===== config.mk =====
export PLATFORM = sky130hd
export DESIGN_NAME = sdb_data_baud
export DESIGN_NICKNAME = d
export VERILOG_FILES = /design/src/sdb_data_baud.v
export VERILOG_INCLUDE_DIRS = /design/src
export SDC_FILE = /design/constraint.sdc
export NUM_CORES = 1
export LEC_CHECK = 0
export BUFFER_PORTS_ARGS = -buffer_cell sky130_fd_sc_hd__buf_2
export CAP_MARGIN = 20
export CORE_UTILIZATION = 45
export CTS_CLUSTER_DIAMETER = 200
export DETAILED_ROUTE_END_ITERATION = 8
export GPL_ROUTABILITY_DRIVEN = 0
export PLACE_DENSITY = 0.63
export SYNTH_ARGS = -nofsm -noshare
export SYNTH_HDL_FRONTEND = slang
export SYNTH_SLANG_ARGS = --single-unit
export TNS_END_PERCENT = 20

===== constraint.sdc =====
create_clock -name i_clk -period 3 [get_ports i_clk]
set_input_delay 0.6 -clock i_clk [delete_from_list [all_inputs] [get_ports i_clk]]
set_output_delay 0.6 -clock i_clk [all_outputs]
set_load 0.005 [all_outputs]

===== src/sdb_consts.vh =====
/*
 * Constants of the serial data register and rate generator: register
 * offsets, field positions, reset values and divider figures.
 * Assumes it is included by bare name into the design file only.
 */
// Behaviour
// - One address: write transmit, read receive holder.
// - Transmit holder feeds output shift register parallel.
// - Receive holder takes shift register character parallel.
// - First prescale code selects 1, 3, 4, 13.
// - Transmit divide code selects two to code.
// - Receive divide code selects two to code.
// - Conventional transmit rate: clock over prescale times divisor.
// - Conventional receive rate: clock over prescale times divisor.
// - Nonzero receive extended value divides sixteen-stage output.
// - Nonzero transmit extended value divides sixteen-stage output.
// - Extended dividers inactive after reset.
`ifndef SDB_CONSTS_VH
`define SDB_CONSTS_VH

// Register bus.
`define SDB_ADDR_W          2
`define SDB_DATA_W          8
`define SDB_OFS_DATA        2'h0
`define SDB_OFS_RATE        2'h1
`define SDB_OFS_RX_EXT      2'h2
`define SDB_OFS_TX_EXT      2'h3

// Reset values.
`define SDB_RST_DATA        8'h00
`define SDB_RST_RATE        8'h00
`define SDB_RST_EXT         8'h00

// Fields of rate_select.
`define SDB_PRE_HI          7
`define SDB_PRE_LO          6
`define SDB_TXDIV_HI        5
`define SDB_TXDIV_LO        3
`define SDB_RXDIV_HI        2
`define SDB_RXDIV_LO        0

// First prescale codes and the terminal counts they select (factor - 1).
`define SDB_PRE_CODE_1      2'h0
`define SDB_PRE_CODE_3      2'h1
`define SDB_PRE_CODE_4      2'h2
`define SDB_PRE_CODE_13     2'h3
`define SDB_PRE_TC_1        4'h0
`define SDB_PRE_TC_3        4'h2
`define SDB_PRE_TC_4        4'h3
`define SDB_PRE_TC_13       4'hC
`define SDB_PRE_W           4

// Direction divisor counter, up to 128.
`define SDB_DIV_W           7
`define SDB_DIV_ONE         7'h01

// Fixed divide-by-16 stage.
`define SDB_SIXTEEN_W       4
`define SDB_SIXTEEN_TC      4'hF

// Extended divider.
`define SDB_EXT_ZERO        8'h00
`define SDB_EXT_ONE         8'h01

`endif


===== src/sdb_data_baud.v =====
/*
 * Data holding registers and rate generator of an asynchronous serial
 * interface. Holds the transmit and receive character holders behind one
 * address and makes per-direction oversample and bit-rate enable pulses.
 * Assumes the shift registers, framing and status logic sit elsewhere on
 * the same clock, and a bus master that follows the one-cycle strobe bus.
 */
// Our own choices: the register addresses and the plain strobed port.
`timescale 1ns/1ps
`include "sdb_consts.vh"

module sdb_data_baud (
	// Clock and reset.
	input  wire                    i_clk,
	input  wire                    i_rst_b,
	// Register bus.
	input  wire [`SDB_ADDR_W-1:0]  i_addr,
	input  wire [`SDB_DATA_W-1:0]  i_wr_data,
	input  wire                    i_wr,
	input  wire                    i_rd,
	output reg  [`SDB_DATA_W-1:0]  o_rd_data,
	// Transmit shift register side.
	output reg  [`SDB_DATA_W-1:0]  o_tx_data,
	output reg                     o_tx_full,
	input  wire                    i_tx_load,
	// Receive shift register side.
	input  wire [`SDB_DATA_W-1:0]  i_rx_data,
	input  wire                    i_rx_valid,
	output reg                     o_rx_read,
	// Rate enables: index 0 transmit, index 1 receive.
	output reg  [1:0]              o_sample_tick,
	output reg  [1:0]              o_bit_tick
);

	// Terminal count of the first prescaler for a code.
	function [`SDB_PRE_W-1:0] pre_tc;
		input [1:0] code;
		begin
			case (code)
				`SDB_PRE_CODE_1:  pre_tc = `SDB_PRE_TC_1;
				`SDB_PRE_CODE_3:  pre_tc = `SDB_PRE_TC_3;
				`SDB_PRE_CODE_4:  pre_tc = `SDB_PRE_TC_4;
				`SDB_PRE_CODE_13: pre_tc = `SDB_PRE_TC_13;
				default:          pre_tc = `SDB_PRE_TC_1;
			endcase
		end
	endfunction

	// Terminal count of a direction divisor: two to the code, minus one.
	function [`SDB_DIV_W-1:0] div_tc;
		input [2:0] code;
		begin
			div_tc = (`SDB_DIV_ONE << code) - `SDB_DIV_ONE;
		end
	endfunction

	reg  [`SDB_DATA_W-1:0]  transmit_holder;
	reg  [`SDB_DATA_W-1:0]  receive_holder;
	reg  [`SDB_DATA_W-1:0]  rate_select;
	reg  [`SDB_DATA_W-1:0]  receive_extended_divider;
	reg  [`SDB_DATA_W-1:0]  transmit_extended_divider;
	reg  [`SDB_PRE_W-1:0]   pre_cnt;
	reg                     pre_tick;
	reg  [`SDB_DATA_W-1:0]  next_rd_data;

	wire [1:0]              first_prescale_code;
	wire [2:0]              transmit_divide_code;
	wire [2:0]              receive_divide_code;
	wire [2:0]              divide_code [0:1];
	wire [`SDB_DATA_W-1:0]  extended_value [0:1];

	assign first_prescale_code  = rate_select[`SDB_PRE_HI:`SDB_PRE_LO];
	assign transmit_divide_code = rate_select[`SDB_TXDIV_HI:`SDB_TXDIV_LO];
	assign receive_divide_code  = rate_select[`SDB_RXDIV_HI:`SDB_RXDIV_LO];
	assign divide_code[0]       = transmit_divide_code;
	assign divide_code[1]       = receive_divide_code;
	assign extended_value[0]    = transmit_extended_divider;
	assign extended_value[1]    = receive_extended_divider;

	// Register writes share one address for the character holders.
	always @(posedge i_clk or negedge i_rst_b) begin
		if (!i_rst_b) begin
			transmit_holder           <= `SDB_RST_DATA;
			rate_select               <= `SDB_RST_RATE;
			receive_extended_divider  <= `SDB_RST_EXT;
			transmit_extended_divider <= `SDB_RST_EXT;
		end else if (i_wr) begin
			case (i_addr)
				`SDB_OFS_DATA:   transmit_holder           <= i_wr_data;
				`SDB_OFS_RATE:   rate_select               <= i_wr_data;
				`SDB_OFS_RX_EXT: receive_extended_divider  <= i_wr_data;
				`SDB_OFS_TX_EXT: transmit_extended_divider <= i_wr_data;
				default:         rate_select               <= rate_select;
			endcase
		end
	end

	// A character written while the shift register loads the previous one
	// keeps the holder full, so the new write is never lost.
	always @(posedge i_clk or negedge i_rst_b) begin
		if (!i_rst_b) begin
			o_tx_full <= 1'b0;
			o_tx_data <= `SDB_RST_DATA;
		end else begin
			if (i_wr && i_addr == `SDB_OFS_DATA) begin
				o_tx_full <= 1'b1;
				o_tx_data <= i_wr_data;
			end else if (i_tx_load) begin
				o_tx_full <= 1'b0;
			end
		end
	end

	// The receive holder captures each assembled character in one cycle.
	always @(posedge i_clk or negedge i_rst_b) begin
		if (!i_rst_b) begin
			receive_holder <= `SDB_RST_DATA;
		end else if (i_rx_valid) begin
			receive_holder <= i_rx_data;
		end
	end

	// Read decode; unmapped addresses cannot occur with a two-bit address.
	always @* begin
		case (i_addr)
			`SDB_OFS_DATA:   next_rd_data = receive_holder;
			`SDB_OFS_RATE:   next_rd_data = rate_select;
			`SDB_OFS_RX_EXT: next_rd_data = receive_extended_divider;
			`SDB_OFS_TX_EXT: next_rd_data = transmit_extended_divider;
			default:         next_rd_data = `SDB_RST_DATA;
		endcase
	end

	// Read data stand only in the cycle after the strobe; zero otherwise.
	always @(posedge i_clk or negedge i_rst_b) begin
		if (!i_rst_b) begin
			o_rd_data <= `SDB_RST_DATA;
			o_rx_read <= 1'b0;
		end else begin
			o_rd_data <= i_rd ? next_rd_data : `SDB_RST_DATA;
			o_rx_read <= i_rd && (i_addr == `SDB_OFS_DATA);
		end
	end

	// First prescaler shared by both directions. The compare uses >= so a
	// code change that lowers the terminal count cannot strand the counter.
	always @(posedge i_clk or negedge i_rst_b) begin
		if (!i_rst_b) begin
			pre_cnt  <= {`SDB_PRE_W{1'b0}};
			pre_tick <= 1'b0;
		end else if (pre_cnt >= pre_tc(first_prescale_code)) begin
			pre_cnt  <= {`SDB_PRE_W{1'b0}};
			pre_tick <= 1'b1;
		end else begin
			pre_cnt  <= pre_cnt + {{(`SDB_PRE_W-1){1'b0}}, 1'b1};
			pre_tick <= 1'b0;
		end
	end

	// Per direction: divisor, fixed divide-by-16, then optional extended
	// divider. The sample tick runs at the conventional rate clock; the bit
	// tick is the line rate.
	genvar d;
	generate
		for (d = 0; d < 2; d = d + 1) begin : g_dir
			reg  [`SDB_DIV_W-1:0]     div_cnt;
			reg  [`SDB_SIXTEEN_W-1:0] six_cnt;
			reg  [`SDB_DATA_W-1:0]    ext_cnt;
			wire                      div_end;
			wire                      six_end;
			wire                      ext_on;
			wire                      ext_end;

			assign div_end = pre_tick && (div_cnt >= div_tc(divide_code[d]));
			assign six_end = div_end && (six_cnt == `SDB_SIXTEEN_TC);
			assign ext_on  = extended_value[d] != `SDB_EXT_ZERO;
			assign ext_end = !ext_on || (ext_cnt >= extended_value[d] - `SDB_EXT_ONE);

			always @(posedge i_clk or negedge i_rst_b) begin
				if (!i_rst_b) begin
					div_cnt <= {`SDB_DIV_W{1'b0}};
				end else if (div_end) begin
					div_cnt <= {`SDB_DIV_W{1'b0}};
				end else if (pre_tick) begin
					div_cnt <= div_cnt + `SDB_DIV_ONE;
				end
			end

			always @(posedge i_clk or negedge i_rst_b) begin
				if (!i_rst_b) begin
					six_cnt <= {`SDB_SIXTEEN_W{1'b0}};
				end else if (div_end) begin
					six_cnt <= six_cnt + {{(`SDB_SIXTEEN_W-1){1'b0}}, 1'b1};
				end
			end

			// A zero value holds the counter at zero so that the extended
			// stage passes each sixteen-stage pulse straight through.
			always @(posedge i_clk or negedge i_rst_b) begin
				if (!i_rst_b) begin
					ext_cnt <= `SDB_EXT_ZERO;
				end else if (!ext_on) begin
					ext_cnt <= `SDB_EXT_ZERO;
				end else if (six_end) begin
					ext_cnt <= ext_end ? `SDB_EXT_ZERO : ext_cnt + `SDB_EXT_ONE;
				end
			end

			always @(posedge i_clk or negedge i_rst_b) begin
				if (!i_rst_b) begin
					o_sample_tick[d] <= 1'b0;
					o_bit_tick[d]    <= 1'b0;
				end else begin
					o_sample_tick[d] <= div_end;
					o_bit_tick[d]    <= six_end && ext_end;
				end
			end
		end
	endgenerate

endmodule // sdb_data_baud


==> metrics list, run 1 <==
- In this run the power spent charging and discharging nets is 1.47 mW.
- From synthesis to final layout, the design area changed by 16.7%.
- Post-synth EDFFs: 0
* Share of power burned in combinational logic: 32.1%
* Total overflow reported by the global router: 0
* Reg2reg start: rate_select[1]
* Post-synthesis instance area: 5370 um2
- Count of buffers from port buffering: 45
- Number of H-tree branching levels: 3
* CP max-delay cell: sky130_fd_sc_hd__or4_1
- In the synthesized netlist the async set-or-reset flop fraction comes to 100%.
* Violated checks: DRC
- For this block, the via count after detailed routing is 3734.
- The floorplan has 39 rows.
- Die span in y: 111 um
* Fin worst setup slack: 110 ps
- The first global-routing pass estimated 18200 um of wire.
- The floorplan step set the die width to 111 um.
* CTS max path bufs: 2
* Fill count: 979
- In the synthesized netlist the dominant register cell turns out to be sky130_fd_sc_hd__dfrtp_1.
- At the pin with the least slew margin, the transition time is 595 ps.
- Cell internal power was estimated by the tool at 2.92 mW.
- Minimum setup slack after placement: -0.365 ps
- On the worst path, the slowest cell contributes a delay of 520 ps.
* Req. time, crit path: 3230 ps
- Yosys Warn Count: 0
- Broken down by cell family, the worst path's largest delay share belongs to simple AND/OR/NAND/NOR gates.
* Synthesized netlist cell count: 468
- Counting the buffers created by CTS gives 9.
* Count of pins on the block boundary: 46
* Post-route clock period utilization: 96.3%
- Overall global routing resource usage: 18.7%
- The first TritonRoute pass finished after 6 iterations.
- In the routed design, unresolved DRC markers number 10.
- Top library cells by usage in the layout, fill and taps aside: sky130_fd_sc_hd__dfrtp_1 (97), sky130_fd_sc_hd__buf_2 (44), sky130_fd_sc_hd__ha_1 (43)
- Sequential share of power: 41.6%
- In the final routed layout, each cell accounts on average for 15.8 um.
* Crit path max fanout: 6
- Via count of the first global-routing pass: 3643
* # nets final: 601
* Final TNS setup: 0 ps
- Net count after synthesis: 539
- The clock period could shrink to 2890 ps.
- Of the cells placed in the final design, the portion with a size suffix greater than 1 is 29.2%.
- The worst-case IR drop observed on VDD is 0.000382 V.
- The die covers 12400 um2.
- Number of pins exceeding their max-slew limit in the final report: 0
* Peak Freq: 346 MHz
* Crit. End Element: flip-flop
* Fin. Hold Viols: 0
- For this run, the register share of the synthesized area comes to 45.2%.
* Initial antenna violation count: 0
* Total power of the final layout: 4.39 mW
- Arrival time of data at the critical path endpoint: 3120 ps
* Worst-case headroom to the max-slew limit: 60.3%
- Tracing the worst setup path back leads to its startpoint at rate_select[1].
- Clock network fraction of total power: 26.3%
- Worst Hold Slack: 250 ps
- Type of the tightest min-delay check: input port to async pin
* Net switching fraction of the power: 33.4%
* Largest net degree at the start of global routing: 53
- Number of unique standard cell types used by synthesis: 53
- Result of the run: finished with violations
- Setup violations remaining at the end of the flow were counted as 0.
- In the routed layout, each cell is associated on average with a via count of 5.51.
- For this configuration, the core starts out at a cell density of 46.6%.
- Detailed placer's ending HPWL: 7960 um
- Antenna Diode Count: 0
- Clock tree from TritonCTS: built
- Clock-pin slew was measured on the worst setup and hold paths at 60 ps.
- Clock latency on the worst-skew pair, taken at its later pin, is 350 ps.
- Summed over all cells, the static leakage comes to 2.94 nW.
- Mean cell area of the mapped netlist: 11.5 um2
- Critical path buffer and inverter count: 1
- The routed design has 10700 um of wire.
- On the final layout, the worst clock skew is 4.36 ps.
* Initial detailed-routing violation count: 147
- RSZ-0062 raised after global routing: yes
* Pwr Density: 700 nW/um2
- Remaining antenna violation count: 0
- Core area: 11500 um2
- Clock tree synthesis found a total of 97 sinks.
- Most frequent standard cell in the layout excluding fill and tap cells: sky130_fd_sc_hd__dfrtp_1
- Traced cell by cell, the critical path runs through or3_4 -> ha_4 -> xnor2_2 -> ha_2 -> o21a_1 -> nor2_2 -> or4_1 -> o211ai_1 -> inv_1 -> mux2_4.
* Hold-fix buffer count after cts: 0
* Worst Setup Start Kind: flip-flop
* WS Path Type: flip-flop to flip-flop
* MaxCap Viol Count: 0
* Root Buffer: sky130_fd_sc_hd__clkbuf_16
- The synthesized design contains 97 register bits.
==> worst reg2reg max path, delay by kind of cell (launching register included) <==
kind / cells / cell delay (ps)
AO/OA/AOI/OAI: 2 / 380
XOR/XNOR: 1 / 140
adder cells (fa/ha/maj): 2 / 520
buffers and inverters: 1 / 110
flip-flops: 1 / 390
multiplexers: 1 / 280
AND/OR/NAND/NOR: 3 / 950
==> what timing repair did <==
item,CTS,global route
gates resized for setup,2,24
buffers inserted,0,4
endpoints found under the hold margin,0,0
pin swaps,0,10
endpoints found under the setup margin,2,24
==> worst paths after layout <==
path,end,slack (ps),depth (start not counted)
min reg2reg,g_dir[1].six_cnt[3],480,1
max reg2reg,g_dir[1].ext_cnt[0],110,10
max,g_dir[1].ext_cnt[0],110,10
max in group asynchronous,o_tx_full,2070,2
min in group i_clk,receive_holder[6],480,2
min,g_dir[1].six_cnt[3],250,1
==> metrics by stage <==
| stage | utilization (%) | instances | cell area (um2) |
|---|---|---|---|
| after floorplan | - | 468 | 5370 |
| after global placement | 50.9 | 659 | 5860 |
| after CTS | 53.4 | 675 | 6150 |
| after detailed placement | 50.9 | 659 | 5860 |
| after global routing | 54.4 | 678 | 6270 |
| final | 54.4 | 678 | 6270 |
==> cells by family after synthesis <==
kind of cell	synth area share, %
flops	45.2
buf+inv	2.28
compound gates	8.53
mux	12.9
simple gates	15.1
xor+xnor	5.05
fa+ha+maj	10.9
==> flip-flops by register name, indices dropped and copies added, names as in the netlist <==
signal,count
g_dir.ext_cnt,16
g_dir.div_cnt,14
g_dir.six_cnt,8
o_rd_data,8
o_tx_data,8
rate_select,8
receive_extended_divider,8
receive_holder,8
transmit_extended_divider,8
pre_cnt,4
o_bit_tick,2
o_sample_tick,2
o_rx_read,1
o_tx_full,1
pre_tick,1
==> final cells by class <==
type / count / area, um2 / area share [%]
multi-input cells: 339 / 2910 / 46.5
repair buffers: 63 / 375 / 5.99
well taps: 143 / 179 / 2.85
clock inverters: 6 / 67.6 / 1.08
flip-flops and latches: 97 / 2430 / 38.7
clock buffers: 10 / 229 / 3.65
inverters: 20 / 75.1 / 1.20
==> per-layer routing <==
layer | share of wire (%) | global-route usage (%) | vias to the layer above
li1 | - | - | 1823
met1 | 48 | 25.5 | 1840
met2 | 48 | 29.8 | 58
met3 | 2.7 | 2.79 | 13
met4 | 1.8 | 8.11 | 0
met5 | 0 | 0 | -
==> power groups by stage <==
stage	logic [mW]	clock network (mW)	registers, mW
after detailed placement	1.35	0	1.84
after global placement	1.30	0	1.83
after CTS	1.36	1.19	1.82
after floorplan	1.00	0	1.77
after global routing	1.60	1.25	1.86
final	1.41	1.15	1.83
==> synthesized netlist by cell type (all sizes together) (3+ instances only) <==
cell type,n,area [um2]
dfrtp,97,2430
ha,47,588
mux2,44,499
nor2,38,150
o21ai,22,110
inv,20,75.1
nand2,20,82.6
xnor2,19,166
nor2b,12,75.1
xor2,12,105
a22o,11,96.3
nand3,11,55.1
a21oi,10,50.1
and2,10,62.6
and3,10,62.6
nand4,10,62.6
clkbuf,9,33.8
mux4,8,184
nor3,7,45.0
nor3b,6,50.1
nand2b,5,38.8
o31ai,5,42.5
nor4,4,46.3
o21a,4,30.0
or3,4,25.0
a21o,3,22.5
buf,3,13.8
o211ai,3,22.5
Power figures use the tool's default switching activity.
==> inputs of run 2 (changes only) <==
- GPL_ROUTABILITY_DRIVEN: 0 -> not set
- PLACE_DENSITY: 0.63 -> 0.61
- SKIP_LAST_GASP: not set -> 1
- clock period: 3 -> 2.9 ns (I/O delays scaled with it)
==> metrics list, run 2 (synthesized netlist as in run 1, its figures left out) <==
- Routability-driven placement finished with a final weighted congestion of 0.796.
- The final reports fail on DRC.
* Fill count: 977
* Rows: 39
- Total overflow reported by the global router: 0
- Initial antenna violation count: 0
- Number of H-tree branching levels: 3
- Total number of vias: 3764
- STA classifies the critical path endpoint as a flip-flop.
* Most frequent standard cell in the layout excluding fill and tap cells: sky130_fd_sc_hd__dfrtp_1
* Peak Freq: 349 MHz
- Synth-to-Final Area Change: 21.4%
- The total count of hold-check failures in the final report is 0.
- Pin slew with the least headroom to its limit: 667 ps
- Remaining antenna violation count: 0
* Cell chain of the critical path: or3_4 -> ha_4 -> nor3_2 -> a21oi_1 -> o21a_1 -> ha_1 -> nand3_2 -> or4_1 -> o211ai_1 -> inv_1 -> mux2_4
- Share of power burned in combinational logic: 35.0%
- The die covers 12400 um2.
* Via count of the first global-routing pass: 3737
* CP max-delay cell: sky130_fd_sc_hd__or3_4
- STA puts the critical path data arrival time at 3100 ps.
* Final critical path time including I/O delays and setup: 2870 ps
* Fin worst setup slack: 31.0 ps
- In this run the power density over the cells is 736 nW/um2.
- Effective utilization at floorplan: 46.6%
- Dividing the detail-routed wire length by the instance count gives 16.2 um.
- Count of pins on the block boundary: 46
* Number of buffers created by CTS: 9
- The total count of max-transition violations in the final report was 0.
- Antenna Diode Count: 0
- The first detailed-routing pass took 6 iterations.
- The die is 111 um wide.
- Wire length of the first global-routing pass: 18800 um
- After the last flow step, the layout net total stands at 612.
- The analysis attributes to net switching a power of 1.61 mW.
- The tightest min-delay check is of the input port to async pin type.
- Sink Count: 97
- # DRC: 10
- Register name with the most flops: g_dir.ext_cnt
- Clock insertion delay at the later pin of the skew report: 350 ps
- TritonCTS built the clock tree.
- The root buffer cell chosen for the clock tree is sky130_fd_sc_hd__clkbuf_16.
* Setup Skew: 7.18 ps
* Overall global routing resource usage: 19.4%
* Initial detailed-routing violation count: 136
- The top cell types in the final layout, fill and taps aside, are sky130_fd_sc_hd__dfrtp_1 (97), sky130_fd_sc_hd__buf_2 (44), sky130_fd_sc_hd__ha_1 (41).
- Summing all flip-flop and latch instances after layout gives 2430 um2.
- RSZ-0062 raised after global routing: yes
- Sequential share of power: 39.5%
- Max rail drop VDD: 0.000356 V
* Worst-case headroom to the max-slew limit: 55.5%
* Post-route clock period utilization: 98.9%
* Area taken by multi-input logic gates: 3060 um2
- Fraction of final layout cells with drive strength greater than 1: 33.0%
- After clock tree synthesis, the flow added hold-fix buffers numbering 0.
- Summed over all cells, the static leakage comes to 3.02 nW.
* CTS max path bufs: 2
- Final TNS setup: 0 ps
- Using the TritonRoute via totals, the vias-per-cell ratio works out to 5.46.
- Critical path buffer and inverter count: 1
- In the final layout, the registers with the most flip-flops are g_dir.ext_cnt x16, g_dir.div_cnt x14.
* MaxCap Viol Count: 0
- Post-layout utilization of the core: 56.6%
- Final WL: 11200 um
* Clock-pin slew of the registers on the worst-case setup and hold paths: 60 ps
- Net switching is 33.6% of the power.
* Clock network fraction of total power: 25.5%
- In this run the worst path has a maximum fanout of 6.
- The HPWL after detailed placement is 8270 um.
* Largest net degree at the start of global routing: 52
- CP top delay family: simple AND/OR/NAND/NOR gates
- Max FFs per register: 16
- The die is 111 um tall.
- Final count of negative-setup-slack endpoints: 0
- Result of the run: finished with violations
- The worst setup path is of the flip-flop to flip-flop kind.
- Internal Power: 3.19 mW
- Req. time, crit path: 3140 ps
* Total power of the final layout: 4.80 mW
* Minimum setup slack after placement: -47.2 ps
- The core region is 11500 um2.
- Worst Setup Start Kind: flip-flop
- During placement, the flow inserted port buffers numbering 45.
- In this design, the stage delay of the slowest critical-path cell is 410 ps.
==> run 2: cell types whose count changed in the layout (fill, tap and decap cells not counted), sizes merged <==
cell,change
buf,+11
clkbuf,+1
clkinvlp,-1
==> run 2: final cells by class <==
type                            instances  share of cell area [%]
Multi-Input combinational cell        339                    47.0
Sequential cell                        97                    37.2
Timing Repair Buffer                   74                    7.22
Clock buffer                           11                    3.72
Tap cell                              143                    2.74
Inverter                               20                    1.15
Clock inverter                          5                   0.979
==> run 2: stage by stage <==
step | area, um2 | instances | hold WS (ps)
2_1_floorplan | 5430 | 468 | 284
6_report | 6520 | 689 | 253
3_3_place_gp | 5970 | 668 | 458
5_1_grt | 6520 | 689 | 320
3_5_place_dp | 5970 | 668 | 470
4_1_cts | 6280 | 684 | 288
==> run 2: worst paths after layout <==
path,startpoint,end,slack (ps),cells after the start
max reg2reg,rate_select[0],g_dir[1].ext_cnt[0],30,11
min reg2reg,g_dir[0].six_cnt[3],g_dir[0].six_cnt[3],480,1
min in group i_clk,i_rx_data[0],receive_holder[0],460,2
min,i_rst_b,g_dir[1].ext_cnt[2],250,1
max in group asynchronous,i_rst_b,pre_cnt[3],2000,2
max,rate_select[0],g_dir[1].ext_cnt[0],30,11
==> run 2: worst register-to-register path, delay by kind of cell (launching register included) <==
kind	cells	cell delay, ps
simple gates	4	1050
flops	1	380
mux	1	290
compound gates	3	470
buf+inv	1	110
fa+ha+maj	2	460
==> run 2: repair_timing <==
item | CTS | global route
pin swaps | 4 | 24
cloned | 0 | 0
setup endpoints to repair | 11 | 31
gates resized for setup | 0 | 36
setup buffers | 0 | 6
==> run 2: metal layers <==
| metal | wire (um) | global-route usage [%] |
|---|---|---|
| met5 | 0 | 0 |
| met4 | 249 | 8.38 |
| met3 | 336 | 2.79 |
| met2 | 5380 | 30.8 |
| met1 | 5180 | 26.5 |
==> run 2: power by group through the flow <==
stage          logic [mW]  clock network, mW  registers, mW
2_1_floorplan        1.08                  0           1.84
3_3_place_gp         1.45                  0           1.90
3_5_place_dp         1.51                  0           1.91
4_1_cts              1.53               1.26           1.89
5_1_grt              1.91               1.31           1.94
6_report             1.68               1.22           1.90
==> inputs of run 3 (changes only) <==
- CORE_ASPECT_RATIO: not set -> 0.5
==> metrics list, run 3 (synthesized netlist as in run 1, its figures left out) <==
- Total instance count after detailed placement: 686
* Fin. Hold Viols: 0
- Total number of vias: 3709
- Fraction of final layout cells with drive strength greater than 1: 31.6%
- Result of the run: finished with violations
- For the pin with the worst max-slew slack, the measured transition is 587 ps.
- Final critical path time including I/O delays and setup: 2940 ps
- Top library cells by usage in the layout, fill and taps aside: sky130_fd_sc_hd__dfrtp_1 (97), sky130_fd_sc_hd__buf_2 (44), sky130_fd_sc_hd__ha_1 (43)
- Total overflow reported by the global router: 0
- In this run the cell area measured after placement is 6000 um2.
* Largest net degree at the start of global routing: 54
- At the end of routability-driven placement, the weighted congestion stood at 0.788.
* Final WL: 10900 um
- Rows: 27
- Based on the critical path, the design can be clocked at up to 340 MHz.
- For this design, the sink count on the clock tree is 97.
- Clock-pin slew of the registers on the worst-case setup and hold paths: 70 ps
- Setup Skew: 8.79 ps
- Pwr Density: 746 nW/um2
- For this design the static power due to leakage is 3.04 nW.
* Initial antenna violation count: 0
* Final non-filler cell area: 6520 um2
- Register name with the most flops: g_dir.ext_cnt
- Worst Setup Start Kind: flip-flop
- Compared with the post-synthesis result, the final layout area differs by 21.3%.
* Post-layout utilization of the core: 57.6%
- STA classifies the critical path endpoint as a flip-flop.
- Of all nets on the critical path, the largest fanout is 6.
- DIE AREA: 12400 um2
- Setup repair after global routing could not meet its margin everywhere.
- The detailed router finished its first iteration with 131 violations.
- The total count of max-transition violations in the final report is 0.
- The die is 157 um wide.
- Count of buffers from port buffering: 45
- Number of H-tree branching levels: 3
- Detailed placer's ending HPWL: 8160 um
* Remaining antenna violation count: 0
- The die is 79.3 um tall.
* Via count of the first global-routing pass: 3638
- Number of buffers created by CTS: 9
* Req. time, crit path: 3130 ps
- Data arrives at the worst endpoint at 3170 ps.
- In the final design database the tool counted 616 nets.
* Overall global routing resource usage: 19.4%
* Non-filler cells in the finished layout: 709
* CTS max path bufs: 2
- Power comes to 4.86 mW.
- Clock insertion delay at the later pin of the skew report: 350 ps
- In the final layout, flip-flops and latches occupy 2430 um2.
- Dividing the detail-routed wire length by the instance count gives 15.4 um.
- The pre-antenna-repair detailed-routing pass consisted of 4 iterations.
* Top Registers: g_dir.ext_cnt x16, g_dir.div_cnt x14
* Fill count: 983
* Effective utilization at floorplan: 47.5%
- Fin worst setup slack: -37.4 ps
* Clock tree from TritonCTS: built
* Final count of negative-setup-slack endpoints: 3
- In the finished design, the share of the clock period the worst path needs comes to 101%.
- Root Buffer: sky130_fd_sc_hd__clkbuf_16
- Measured against its own limit, the worst slew margin works out to 60.5%.
- The register with the most flip-flops in the layout has 16 of them.
- In the routed design, unresolved DRC markers number 0.
- Pin placement for this block handled 46 I/O pins.
- Area taken by multi-input logic gates: 2970 um2
- The critical path is of the flip-flop to flip-flop type.
- The final reports fail on setup timing.
- Max rail drop VDD: 0.000307 V
- Across the run, the number of max-cap violations was 0.
- Using the TritonRoute via totals, the vias-per-cell ratio works out to 5.23.
- Wire length of the first global-routing pass: 18200 um
- Type of the tightest min-delay check: input port to async pin
- Leaving out fill and tap cells, the most frequent cell in the layout is sky130_fd_sc_hd__dfrtp_1.
- Antenna Diode Count: 0
- The total area inside the core boundary comes to 11300 um2.
==> run 3: changes by cell type in the layout (fill, tap and decap cells not counted), sizes merged <==
cell and delta:
buf +4, bufinv +2, clkbuf -1, clkinv -1
==> run 3: metal layers <==
| metal | global-route usage, % | vias to the layer above | wire length (um) |
|---|---|---|---|
| li1 | - | 1846 | - |
| met1 | 26.3 | 1824 | 5520 |
| met2 | 31.4 | 29 | 5060 |
| met3 | 4.26 | 10 | 238 |
| met4 | 5.29 | 0 | 119 |
| met5 | 0 | - | 0 |
==> run 3: report_power, final <==
part,switching [mW],internal (mW)
logic,0.776,0.786
clock network,0.537,0.871
registers,0.270,1.62
total,1.58,3.28
==> run 3: critical path, cell delays in order, from the launching register on <==
cell                       delay (ps)
sky130_fd_sc_hd__dfrtp_1          380
sky130_fd_sc_hd__or3_4            410
sky130_fd_sc_hd__ha_4             190
sky130_fd_sc_hd__buf_6            130
sky130_fd_sc_hd__xnor2_4          120
sky130_fd_sc_hd__ha_4             270
sky130_fd_sc_hd__o21a_1           130
sky130_fd_sc_hd__nor2_2            40
sky130_fd_sc_hd__or4_1            510
sky130_fd_sc_hd__o211ai_1         230
sky130_fd_sc_hd__inv_1            130
sky130_fd_sc_hd__mux2_4           280
==> run 3: worst paths after layout <==
kind	cells past startpoint	to	slack [ps]	startpoint
worst max-delay path	11	g_dir[1].ext_cnt[0]	-40	rate_select[0]
worst min-delay path	1	o_sample_tick[1]	220	i_rst_b
worst max register to register	11	g_dir[1].ext_cnt[0]	-40	rate_select[0]
worst min register to register	1	o_tx_full	480	o_tx_full
max in group asynchronous	2	o_tx_data[7]	1960	i_rst_b
min in group i_clk	2	receive_holder[5]	460	i_rx_data[5]
==> run 3: what timing repair did <==
action                                 in CTS  in global routing
endpoints found under the hold margin       0                  0
gates cloned                                0                  0
resized for setup                           0                 20
pin swaps                                   4                 14
hold buffers                                0                  0
setup buffers                               1                  6
setup endpoints to repair                   7                 27
==> run 3: cell type report <==
| cell class | instances | share of cell area [%] |
|---|---|---|
| Sequential cell | 97 | 37.3 |
| Tap cell | 159 | 3.05 |
| Inverter | 20 | 1.15 |
| Timing Repair Buffer | 78 | 7.55 |
| Clock inverter | 6 | 1.75 |
| Multi-Input combinational cell | 339 | 45.6 |
| Clock buffer | 10 | 3.67 |
==> run 3: through the flow <==
stage | setup slack [ps] | TNS (ps) | hold WS [ps]
floorplan | -9.13 | -9.99 | 284
global placement | -19.3 | -28.2 | 463
detailed placement | -49.1 | -215 | 466
CTS | 5.22 | 0 | 252
global route | -140 | -1180 | 268
finish | -37.4 | -54.4 | 223
